File: config.mk
export PLATFORM = sky130hd
export DESIGN_NAME = rwseq_top
export DESIGN_NICKNAME = d
export VERILOG_FILES = /design/src/verilog/rwseq_pkg.sv /design/src/verilog/rwseq_sync2.sv /design/src/verilog/rwseq_top.sv
export SDC_FILE = /design/constraint.sdc
export NUM_CORES = 1
export LEC_CHECK = 0
export BUFFER_PORTS_ARGS = -buffer_cell sky130_fd_sc_hd__buf_2
export CORE_ASPECT_RATIO = 0.5
export CORE_MARGIN = 1
export CORE_UTILIZATION = 45
export CTS_CLUSTER_SIZE = 8
export DETAILED_ROUTE_END_ITERATION = 8
export GPL_TIMING_DRIVEN = 0
export HOLD_SLACK_MARGIN = 0.02
export PLACE_DENSITY = 0.66
export SLEW_MARGIN = 20
export SYNTH_ARGS = -nofsm -noshare
export SYNTH_HDL_FRONTEND = slang
export SYNTH_SLANG_ARGS = --single-unit
File: constraint.sdc
create_clock -name ref_clk -period 1.9 [get_ports ref_clk]
set_clock_uncertainty 0.1 [all_clocks]
set_input_delay 0.285 -clock ref_clk [delete_from_list [all_inputs] [get_ports ref_clk]]
set_output_delay 0.285 -clock ref_clk [all_outputs]
set_load 0.05 [all_outputs]
File: src/verilog/rwseq_pkg.sv
// Shared constants and types for the reset and watchdog sequencer.
package rwseq_pkg;

  // ----------------------------------------------------------------
  // Timing
  // ----------------------------------------------------------------
  localparam int unsigned CLK_PERIOD_NS = 10;
  localparam int unsigned PIN_FILTER_NS = 1000;
  // Least time rounds up to whole cycles.
  localparam int unsigned PIN_FILTER_CYC = (PIN_FILTER_NS + CLK_PERIOD_NS - 1) / CLK_PERIOD_NS;
  localparam int unsigned RELEASE_CYC = 4096;
  localparam int unsigned OSC_SETTLE_CYC = 1024;
  localparam int unsigned WDOG_TIMEOUT_CYC = 65536;

  // ----------------------------------------------------------------
  // Reset values and encodings
  // ----------------------------------------------------------------
  localparam logic [15:0] BOOT_ADDR = 16'h0000;
  localparam logic [1:0] HOST_SEL_UART = 2'h0;
  localparam logic [1:0] HOST_SEL_SPI = 2'h1;
  localparam logic [1:0] HOST_SEL_I2C = 2'h2;

  typedef enum logic [1:0] {
    RWSEQ_ST_HOLD,
    RWSEQ_ST_COUNT,
    RWSEQ_ST_RUN
  } rwseq_state_e;

endpackage

File: src/verilog/rwseq_sync2.sv
// Two-flop synchroniser for one asynchronous level.
module rwseq_sync2 #(
  parameter logic RST_VAL = 1'b0
) (
  input wire logic ref_clk, // System clock.
  input wire logic nrst, // Asynchronous reset, active low.
  input wire logic din, // Asynchronous level.
  output logic dout // Synchronised level.
);

  // ----------------------------------------------------------------
  // State
  // ----------------------------------------------------------------
  typedef struct packed {
    logic meta;
    logic sync;
  } rwseq_sync_s;

  rwseq_sync_s s_r;
  rwseq_sync_s s_nxt;

  // The first stage feeds only the second.
  always_comb begin
    s_nxt.meta = din;
    s_nxt.sync = s_r.meta;
  end

  // Both stages reset to the idle level.
  always_ff @(posedge ref_clk or negedge nrst) begin
    if (!nrst) begin
      s_r <= {RST_VAL, RST_VAL};
    end else begin
      s_r <= s_nxt;
    end
  end

  assign dout = s_r.sync;

endmodule

File: src/verilog/rwseq_top.sv
// Reset sequencer combining supply monitor, watchdog and filtered pin.
//
// What this block does
// - Supply rising above threshold at power-up starts the reset sequence.
// - Supply dropping below operating level during operation asserts reset.
// - Watchdog counts only while the core runs; each firmware refresh restarts it.
// - Watchdog expiry without refresh starts a full system reset.
// - Pin low resets a running core only after one microsecond continuous; during the release count any low restarts it.
// - During reset all digital logic halts except clock management.
// - Reset holds until pin is high, then 4096 cycles pass.
// - On release the processor fetches from address zero.
// - Two config pins sampled at reset select exactly one host interface.
// - At reset, writable configuration reloads from saved nonvolatile values.
// - After reset run internal oscillator 1024 cycles, then external if present.
module rwseq_top
  import rwseq_pkg::*;
#(
  parameter int unsigned RELEASE_CYCLES = RELEASE_CYC, // Release timer length.
  parameter int unsigned WDOG_CYCLES = WDOG_TIMEOUT_CYC, // Watchdog timeout.
  parameter int unsigned FILTER_CYCLES = PIN_FILTER_CYC, // Pin low filter.
  parameter int unsigned SETTLE_CYCLES = OSC_SETTLE_CYC // Oscillator settle time.
) (
  input wire logic ref_clk, // Always running management clock.
  input wire logic nrst, // Asynchronous reset, active low.
  input wire logic supply_ok, // Digital supply above minimum, async.
  input wire logic ext_rst_n, // External reset pin, active low, async.
  input wire logic wdog_refresh, // Firmware refresh pulse, same clock.
  input wire logic [1:0] host_sel_pins, // Shared interface select pins, async.
  input wire logic ext_clk_ok, // External oscillator present, async.
  output logic core_rst_n, // Digital core reset, active low.
  output logic [15:0] core_start_addr, // Fetch address at release.
  output logic uart_en, // UART host interface enabled.
  output logic spi_en, // SPI host interface enabled.
  output logic i2c_en, // I2C host interface enabled.
  output logic cfg_reload, // One-cycle pulse: reload config from flash.
  output logic clk_sel_ext, // High when external clock selected.
  output logic wdog_reset_flag // Last reset came from the watchdog.
);

  // ----------------------------------------------------------------
  // Input synchronisers
  // ----------------------------------------------------------------
  logic supply_ok_s;
  logic ext_rst_n_s;
  logic ext_clk_ok_s;
  logic [1:0] host_sel_s;

  rwseq_sync2 #(.RST_VAL(1'b0)) u_sync_supply (
    .ref_clk(ref_clk),
    .nrst(nrst),
    .din(supply_ok),
    .dout(supply_ok_s)
  );

  rwseq_sync2 #(.RST_VAL(1'b1)) u_sync_pin (
    .ref_clk(ref_clk),
    .nrst(nrst),
    .din(ext_rst_n),
    .dout(ext_rst_n_s)
  );

  rwseq_sync2 #(.RST_VAL(1'b0)) u_sync_xclk (
    .ref_clk(ref_clk),
    .nrst(nrst),
    .din(ext_clk_ok),
    .dout(ext_clk_ok_s)
  );

  rwseq_sync2 #(.RST_VAL(1'b0)) u_sync_sel0 (
    .ref_clk(ref_clk),
    .nrst(nrst),
    .din(host_sel_pins[0]),
    .dout(host_sel_s[0])
  );

  rwseq_sync2 #(.RST_VAL(1'b0)) u_sync_sel1 (
    .ref_clk(ref_clk),
    .nrst(nrst),
    .din(host_sel_pins[1]),
    .dout(host_sel_s[1])
  );

  // ----------------------------------------------------------------
  // State
  // ----------------------------------------------------------------
  typedef struct packed {
    rwseq_state_e state;
    logic [12:0] rel_cnt;
    logic [16:0] wdog_cnt;
    logic [7:0] filt_cnt;
    logic [10:0] osc_cnt;
    logic pin_rst;
    logic wdog_hit;
    logic core_rst_n;
    logic [15:0] start_addr;
    logic uart_en;
    logic spi_en;
    logic i2c_en;
    logic cfg_reload;
    logic clk_sel_ext;
    logic wdog_flag;
  } rwseq_regs_s;

  rwseq_regs_s r_r;
  rwseq_regs_s r_nxt;
  logic rst_req;

  localparam logic [12:0] REL_LAST = 13'(RELEASE_CYCLES - 1);
  localparam logic [16:0] WDOG_LAST = 17'(WDOG_CYCLES - 1);
  localparam logic [7:0] FILT_LAST = 8'(FILTER_CYCLES - 1);
  localparam logic [10:0] OSC_LAST = 11'(SETTLE_CYCLES - 1);

  // ----------------------------------------------------------------
  // Next-state logic
  // ----------------------------------------------------------------
  // Every source feeds one request so each release follows the same timer.
  always_comb begin
    r_nxt = r_r;
    r_nxt.cfg_reload = 1'b0;
    r_nxt.wdog_hit = 1'b0;
    // Pin filter: count continuous low cycles; any high resets the count.
    if (ext_rst_n_s) begin
      r_nxt.filt_cnt = '0;
      r_nxt.pin_rst = 1'b0;
    end else if (r_r.filt_cnt == FILT_LAST) begin
      r_nxt.pin_rst = 1'b1;
    end else begin
      r_nxt.filt_cnt = r_r.filt_cnt + 8'h01;
    end
    // Watchdog runs only while the core runs; a refresh restarts it.
    if (r_r.state != RWSEQ_ST_RUN || wdog_refresh) begin
      r_nxt.wdog_cnt = '0;
    end else if (r_r.wdog_cnt == WDOG_LAST) begin
      r_nxt.wdog_hit = 1'b1;
      r_nxt.wdog_cnt = '0;
    end else begin
      r_nxt.wdog_cnt = r_r.wdog_cnt + 17'h00001;
    end
    rst_req = !supply_ok_s || r_r.pin_rst || r_r.wdog_hit;
    case (r_r.state)
      RWSEQ_ST_HOLD: begin
        // Core frozen; clock select forced to internal and settle count cleared.
        r_nxt.core_rst_n = 1'b0;
        r_nxt.rel_cnt = '0;
        r_nxt.osc_cnt = '0;
        r_nxt.clk_sel_ext = 1'b0;
        if (!rst_req && ext_rst_n_s) begin
          r_nxt.state = RWSEQ_ST_COUNT;
        end
      end
      RWSEQ_ST_COUNT: begin
        if (rst_req || !ext_rst_n_s) begin
          r_nxt.state = RWSEQ_ST_HOLD;
        end else if (r_r.rel_cnt == REL_LAST) begin
          r_nxt.state = RWSEQ_ST_RUN;
          r_nxt.core_rst_n = 1'b1;
          r_nxt.start_addr = BOOT_ADDR;
          r_nxt.cfg_reload = 1'b1;
          // Exactly one host interface is enabled per sample.
          r_nxt.uart_en = (host_sel_s == HOST_SEL_UART) || (host_sel_s == 2'h3);
          r_nxt.spi_en = (host_sel_s == HOST_SEL_SPI);
          r_nxt.i2c_en = (host_sel_s == HOST_SEL_I2C);
        end else begin
          r_nxt.rel_cnt = r_r.rel_cnt + 13'h0001;
        end
      end
      RWSEQ_ST_RUN: begin
        if (rst_req) begin
          r_nxt.state = RWSEQ_ST_HOLD;
          r_nxt.core_rst_n = 1'b0;
          r_nxt.clk_sel_ext = 1'b0;
          r_nxt.wdog_flag = r_r.wdog_hit;
        end else if (r_r.osc_cnt != OSC_LAST) begin
          r_nxt.osc_cnt = r_r.osc_cnt + 11'h001;
        end else begin
          // Falls back to internal if the external source disappears.
          r_nxt.clk_sel_ext = ext_clk_ok_s;
        end
      end
      default: begin
        r_nxt.state = RWSEQ_ST_HOLD;
      end
    endcase
  end

  // Power-up state holds the core in reset.
  always_ff @(posedge ref_clk or negedge nrst) begin
    if (!nrst) begin
      r_r <= '{state: RWSEQ_ST_HOLD, uart_en: 1'b1, default: '0};
    end else begin
      r_r <= r_nxt;
    end
  end

  // ----------------------------------------------------------------
  // Outputs
  // ----------------------------------------------------------------
  assign core_rst_n = r_r.core_rst_n;
  assign core_start_addr = r_r.start_addr;
  assign uart_en = r_r.uart_en;
  assign spi_en = r_r.spi_en;
  assign i2c_en = r_r.i2c_en;
  assign cfg_reload = r_r.cfg_reload;
  assign clk_sel_ext = r_r.clk_sel_ext;
  assign wdog_reset_flag = r_r.wdog_flag;

endmodule

==> results of run 1 <==
## layer usage
metal / vias to the layer above / routed length (um)
met5: - / 0
met4: 0 / 118
met3: 14 / 321
met2: 71 / 3440
met1: 1337 / 3060
li1: 1303 / -
## synth_stat cells (6+ instances only)
cell | number | share of area
ha_1 | 6 | 0.022
nand3_1 | 19 | 0.028
nand2_1 | 19 | 0.021
inv_1 | 11 | 0.012
xnor2_1 | 14 | 0.036
nor3_1 | 13 | 0.019
dfrtp_1 | 67 | 0.49
o21ai_0 | 6 | 0.0088
nand4_1 | 10 | 0.018
buf_4 | 17 | 0.037
a221o_1 | 6 | 0.018
nor2_1 | 36 | 0.040
a21oi_1 | 7 | 0.010
nor4_1 | 7 | 0.013
## path summary, 6_finish.rpt
kind	startpoint	end	slack (ns)
setup / recovery	r_r[32]	r_r[30]	0.06
hold / removal	wdog_refresh	r_r[23]	0.22
setup reg to reg	r_r[32]	r_r[30]	0.06
hold reg to reg	u_sync_xclk.s_nxt[0]	u_sync_xclk.dout	0.25
min in group asynchronous	nrst	r_r[33]	0.31
max in group asynchronous	nrst	u_sync_pin.dout	0.81
## power by group through the flow
stage	registers, mW	logic [mW]	clock network (mW)
after floorplan	1.55	0.140	0
after global placement	1.55	0.185	0
after detailed placement	1.55	0.198	0
after CTS	1.52	0.218	1.72
after global routing	1.53	0.240	1.77
final	1.53	0.220	1.67
## final cells by class
class | instances | share of cell area
Inverter | 11 | 0.00945
Tap cell | 96 | 0.0275
Buffer | 20 | 0.0338
Multi-Input combinational cell | 238 | 0.375
Clock inverter | 5 | 0.0135
Clock buffer | 11 | 0.0556
Sequential cell | 70 | 0.403
Timing Repair Buffer | 47 | 0.0822
## what timing repair did
item	CTS	global route
endpoints found under the hold margin	28	0
setup endpoints to repair	36	35
hold buffers	6	0
setup buffers	14	12
gates resized for setup	11	13
pin swaps	6	6
## stage by stage
step / util / area, sq um / instances / setup slack, ns / TNS, ns
5_1_grt: 0.594 / 4370 / 498 / -0.000772 / -0.000772
3_3_place_gp: 0.505 / 3710 / 452 / -0.232 / -2.85
3_5_place_dp: 0.509 / 3740 / 453 / -0.267 / -3.53
2_1_floorplan: - / 3520 / 342 / 0.00146 / 0
4_1_cts: 0.579 / 4260 / 488 / 0.000724 / 0
6_report: 0.594 / 4370 / 498 / 0.0560 / 0
## cell families (layout without fill, tap and decap cells)
family | Yosys count | after routing | share of synthesized area
and+or+nand+nor | 141 | 141 | 0.222
DFF | 70 | 70 | 0.514
AOI/OAI and AO/OA | 49 | 49 | 0.111
buffers and inverters | 34 | 94 | 0.0593
xor gates and xnor gates | 19 | 19 | 0.0487
muxes | 7 | 7 | 0.0223
adders and majority gates | 6 | 6 | 0.0220
other | 1 | 16 | 0.00110
## worst max-delay path: stages, from the launching register on
cell	delay, ns
dfrtp_1	0.42
nand4_1	0.17
or4_4	0.57
and4_1	0.22
a221o_1	0.25
==> summary.txt, run 1 <==
Setup CP Type - reg2reg
cells after synthesis - 327
Inserted Clock Buffers - 9
most frequent cells in the layout - dfrtp_1, buf_4, nor2_1, nand2_1, nand3_1
met1 usage - 0.219
multi-input logic area - 0.00164 sq mm
CP arrival - 1.96 ns
Final nets - 411
vias in the first global route - 2481
Final Cycle Share - 0.971
met2 Use GR - 0.318
ratio of cells with drive above 1 in the final layout - 0.281
Final Hold Fails - 0
P per Cell Area - 783 mW/mm^2
hold depth - 3
DRC - 3
Most Crowded Layer GR - met2
Slew Limit Fails - 0
Async S/R FF share, synth - 1.00
WL final - 6950 um
Initial Utilization - 0.465
GRT Total Usage - 0.189
final setup fails - 0
sequential cell area fraction in the yosys report - 0.514
top_reg_cell synth - dfrtp_1
FF+latch count, synth - 70
htree depth - 3
DR vias/cell - 5.47
DR vias - 2725
Yosys cell types - 55
minimum clock period - 1.84 ns
die area - 0.00797 sq mm
first-pass GRT wire length - 11500 um
Syn Std Cell Area - 0.00342 sq mm
failing checks - DRC
FF-to-FF path depth - 4
dpl hpwl - 4480 um
routability congestion estimate - 0.840
Largest Register - r_r
total global routing overflow - 0
min-delay worst type - in2reg
Synth-to-Final Area Change - 27.8%
worst endpoint required time - 2.01 ns
Peak VDD IR - 0.477 mV
Rel. slew slack - 0.648
initial DRC count - 146
Hold Slack - 0.224 ns
die width - 125 um
Overall Power - 3.42 mW
CTS Root Cell - clkbuf_16
antenna diode count - 0
sequential cell area - 0.00176 sq mm
max reg flops - 53
chip height - 63.6 um
Net Sw Power - 785 uW
most common cell after layout, fill and taps aside - dfrtp_1
Synth Area per Inst - 10.4 sq um
wire per inst - 13.9 um
clock slew at reported path FFs - 0.06 ns
num rows - 22
clock latency on the worst-skew pair - 0.33 ns
remaining antenna violation count - 0
status - finished, violations left
maximum clock rate - 542 MHz
IO Port Bufs - 14
CTS tree - yes
startpoint types - flip-flop
max-cap viol count - 0
Seq pwr share - 0.446
core area - 0.00735 sq mm
sw frac - 0.229
Max clock buf depth - 2
Synth Warn # - 0
Pint - 2.64 mW
worst-margin pin slew - 0.527 ns
I/O Pins - 31
GR met3 Demand/Resource - 0.0663
combinational share of power - 0.064
Post-synth EDFFs - 0
largest net degree at the start of global routing - 48
Pre-antenna DRT Iters - 8
clock sinks - 70
critical path endpoint category - flip-flop
clock share of power - 0.490
initial antenna violation count - 0
fillers - 617
Max FO, Critical Path - 6
Leak Pwr - 1.95 nW
No activity file was read; power rests on OpenSTA's default activity.
==> run 2: changes to the inputs <==
--- a/config.mk
+++ b/config.mk
@@ -7,7 +7,7 @@
 export LEC_CHECK = 0
 export BUFFER_PORTS_ARGS = -buffer_cell sky130_fd_sc_hd__buf_2
 export CORE_ASPECT_RATIO = 0.5
-export CORE_MARGIN = 1
+export CORE_MARGIN = 2
 export CORE_UTILIZATION = 45
 export CTS_CLUSTER_SIZE = 8
 export DETAILED_ROUTE_END_ITERATION = 8
==> summary.txt, run 2 (synthesis gave the netlist of run 1 again) <==
GRT Total Usage - 0.176 (-0.0139)
worst endpoint required time - 2.01 ns (about the same)
Leak Pwr - 1.93 nW (-0.95%)
remaining antenna violation count - 0 (unchanged)
initial antenna violation count - 0 (unchanged)
core area - 0.00735 sq mm (unchanged)
Final Cycle Share - 0.988 (+0.0172)
CP Cell Sequence - ha_4, nand3_4, or4_4, and4_1, a221o_1
combinational share of power - 0.064 (about the same)
min-delay worst type - in2reg
num rows - 22 (unchanged)
die area - 0.00835 sq mm (+4.8%)
multi-input logic area - 0.00167 sq mm (+2.2%)
routability congestion estimate - 0.856 (+1.9%)
Peak VDD IR - 0.515 mV (+8.1%)
IO Port Bufs - 14 (unchanged)
die width - 127 um (+1.6%)
clock sinks - 70 (unchanged)
fillers - 602 (-2.4%)
CTS Root Cell - clkbuf_16
WL final - 6840 um (-1.6%)
CP arrival - 1.98 ns (+0.02 ns)
Largest Register - r_r
largest net degree at the start of global routing - 61 (+27%)
CTS tree - yes
vias in the first global route - 2584 (+4.2%)
worst-margin pin slew - 0.546 ns (+0.0189 ns)
Setup CP Type - reg2reg
status - completed
cell count after placement - 453 (unchanged)
clock share of power - 0.494 (+0.004)
Final Hold Fails - 0 (unchanged)
RSZ-0062 raised after global routing - yes
max-cap viol count - 0 (unchanged)
most frequent cells in the layout - dfrtp_1, buf_4, nor2_1, nand2_1
I/O Pins - 31 (unchanged)
DR vias/cell - 5.37 (-1.9%)
sw frac - 0.224 (-0.00549)
initial DRC count - 121 (-17%)
dpl hpwl - 4390 um (-2.0%)
Final nets - 407 (-0.97%)
DRC - 0 (-3)
max reg flops - 53 (unchanged)
clock latency on the worst-skew pair - 0.32 ns (about the same)
first-pass GRT wire length - 11500 um (-0.12%)
Slew Limit Fails - 0 (unchanged)
critical path endpoint category - flip-flop
Pre-antenna DRT Iters - 5 (-3)
Max FO, Critical Path - 8 (+2)
DR vias - 2652 (-2.7%)
clock slew at reported path FFs - 0.05 ns (about the same)
fin cells - 494 (-0.80%)
Seq pwr share - 0.442 (-0.004)
startpoint types - flip-flop
antenna diode count - 0 (unchanged)
total global routing overflow - 0 (unchanged)
Net Sw Power - 773 uW (-1.5%)
worst path bufs/invs - 0 (unchanged)
Overall Power - 3.45 mW (+0.90%)
Max clock buf depth - 2 (unchanged)
htree depth - 3 (unchanged)
wire per inst - 13.8 um (-0.76%)
most common cell after layout, fill and taps aside - dfrtp_1
sequential cell area - 0.00176 sq mm (-0.14%)
minimum clock period - 1.88 ns (+0.0326 ns)
Synth-to-Final Area Change - 27.9% (about the same)
Initial Utilization - 0.465 (unchanged)
Worst path top cell family by delay - simple AND/OR/NAND/NOR gates
Pint - 2.68 mW (+1.6%)
chip height - 65.6 um (+3.1%)
final setup fails - 0 (unchanged)
P per Cell Area - 790 mW/mm^2 (+0.87%)
Rel. slew slack - 0.636 (-0.0126)
Inserted Clock Buffers - 9 (unchanged)
maximum clock rate - 533 MHz (-1.7%)
Worst path slowest cell - or4_4
Design Area, Final - 0.00437 sq mm (about the same)
Largest stage delay, worst path - 0.52 ns (-0.05 ns)
ratio of cells with drive above 1 in the final layout - 0.276 (-0.00471)
placed inst area - 0.00374 sq mm (unchanged)
[run 2: final timing paths]
| check | startpoint | endpoint | slack (ns) | cells after the start |
|---|---|---|---|---|
| setup / recovery | r_r[26] | r_r[32] | 0.02 | 5 |
| hold / removal | wdog_refresh | r_r[58] | 0.23 | 3 |
| setup reg to reg | r_r[26] | r_r[32] | 0.02 | 5 |
| hold reg to reg | u_sync_sel1.s_nxt[0] | u_sync_sel1.dout | 0.25 | 0 |
| max in group asynchronous | nrst | uart_en | 0.90 | 3 |
| min in group asynchronous | nrst | r_r[47] | 0.24 | 2 |
[run 2: worst min-delay path: stages]
cell and delay, ns:
buf_2 0.07, nand2b_1 0.19, nor2_1 0.07
[run 2: power by group through the flow]
stage,registers (mW),logic [mW],clock network (mW)
final,1.53,0.222,1.70
after global routing,1.53,0.243,1.80
after CTS,1.52,0.216,1.73
after detailed placement,1.55,0.197,0
after global placement,1.55,0.185,0
after floorplan,1.55,0.140,0
[run 2: timing repair]
item,4_1_cts,5_1_grt
setup endpoints to repair,37,34
resized for setup,13,15
hold buffers,6,0
cloned,0,1
pin swaps,5,9
setup buffers,13,8
endpoints found under the hold margin,73,0
[run 2: layer usage]
metal / part of all wire / up-vias / wire [um] / global-route usage
met5: 0 / - / 0 / 0
met4: 0.0070 / 0 / 48 / 0.0742
met3: 0.032 / 4 / 222 / 0.0423
met2: 0.50 / 58 / 3420 / 0.315
met1: 0.46 / 1297 / 3150 / 0.205
li1: - / 1293 / - / -
[run 2: per-stage QoR]
stage	hold WS, ns	setup TNS (ns)	util	setup WS (ns)
2_1_floorplan	-0.111	0	-	0.00146
3_3_place_gp	0.232	-2.76	0.505	-0.242
3_5_place_dp	0.0332	-3.20	0.509	-0.232
4_1_cts	0.233	0	0.580	0.00230
5_1_grt	0.252	-0.0832	0.594	-0.0377
6_report	0.229	0	0.594	0.0234
[run 2: final cells by class]
class / instances / area share
flip-flops and latches: 70 / 0.403
repair buffers: 42 / 0.0727
well taps: 96 / 0.0275
inverters: 11 / 0.00945
clock buffers: 12 / 0.0587
multi-input cells: 239 / 0.383
plain buffers: 20 / 0.0338
clock inverters: 4 / 0.0123
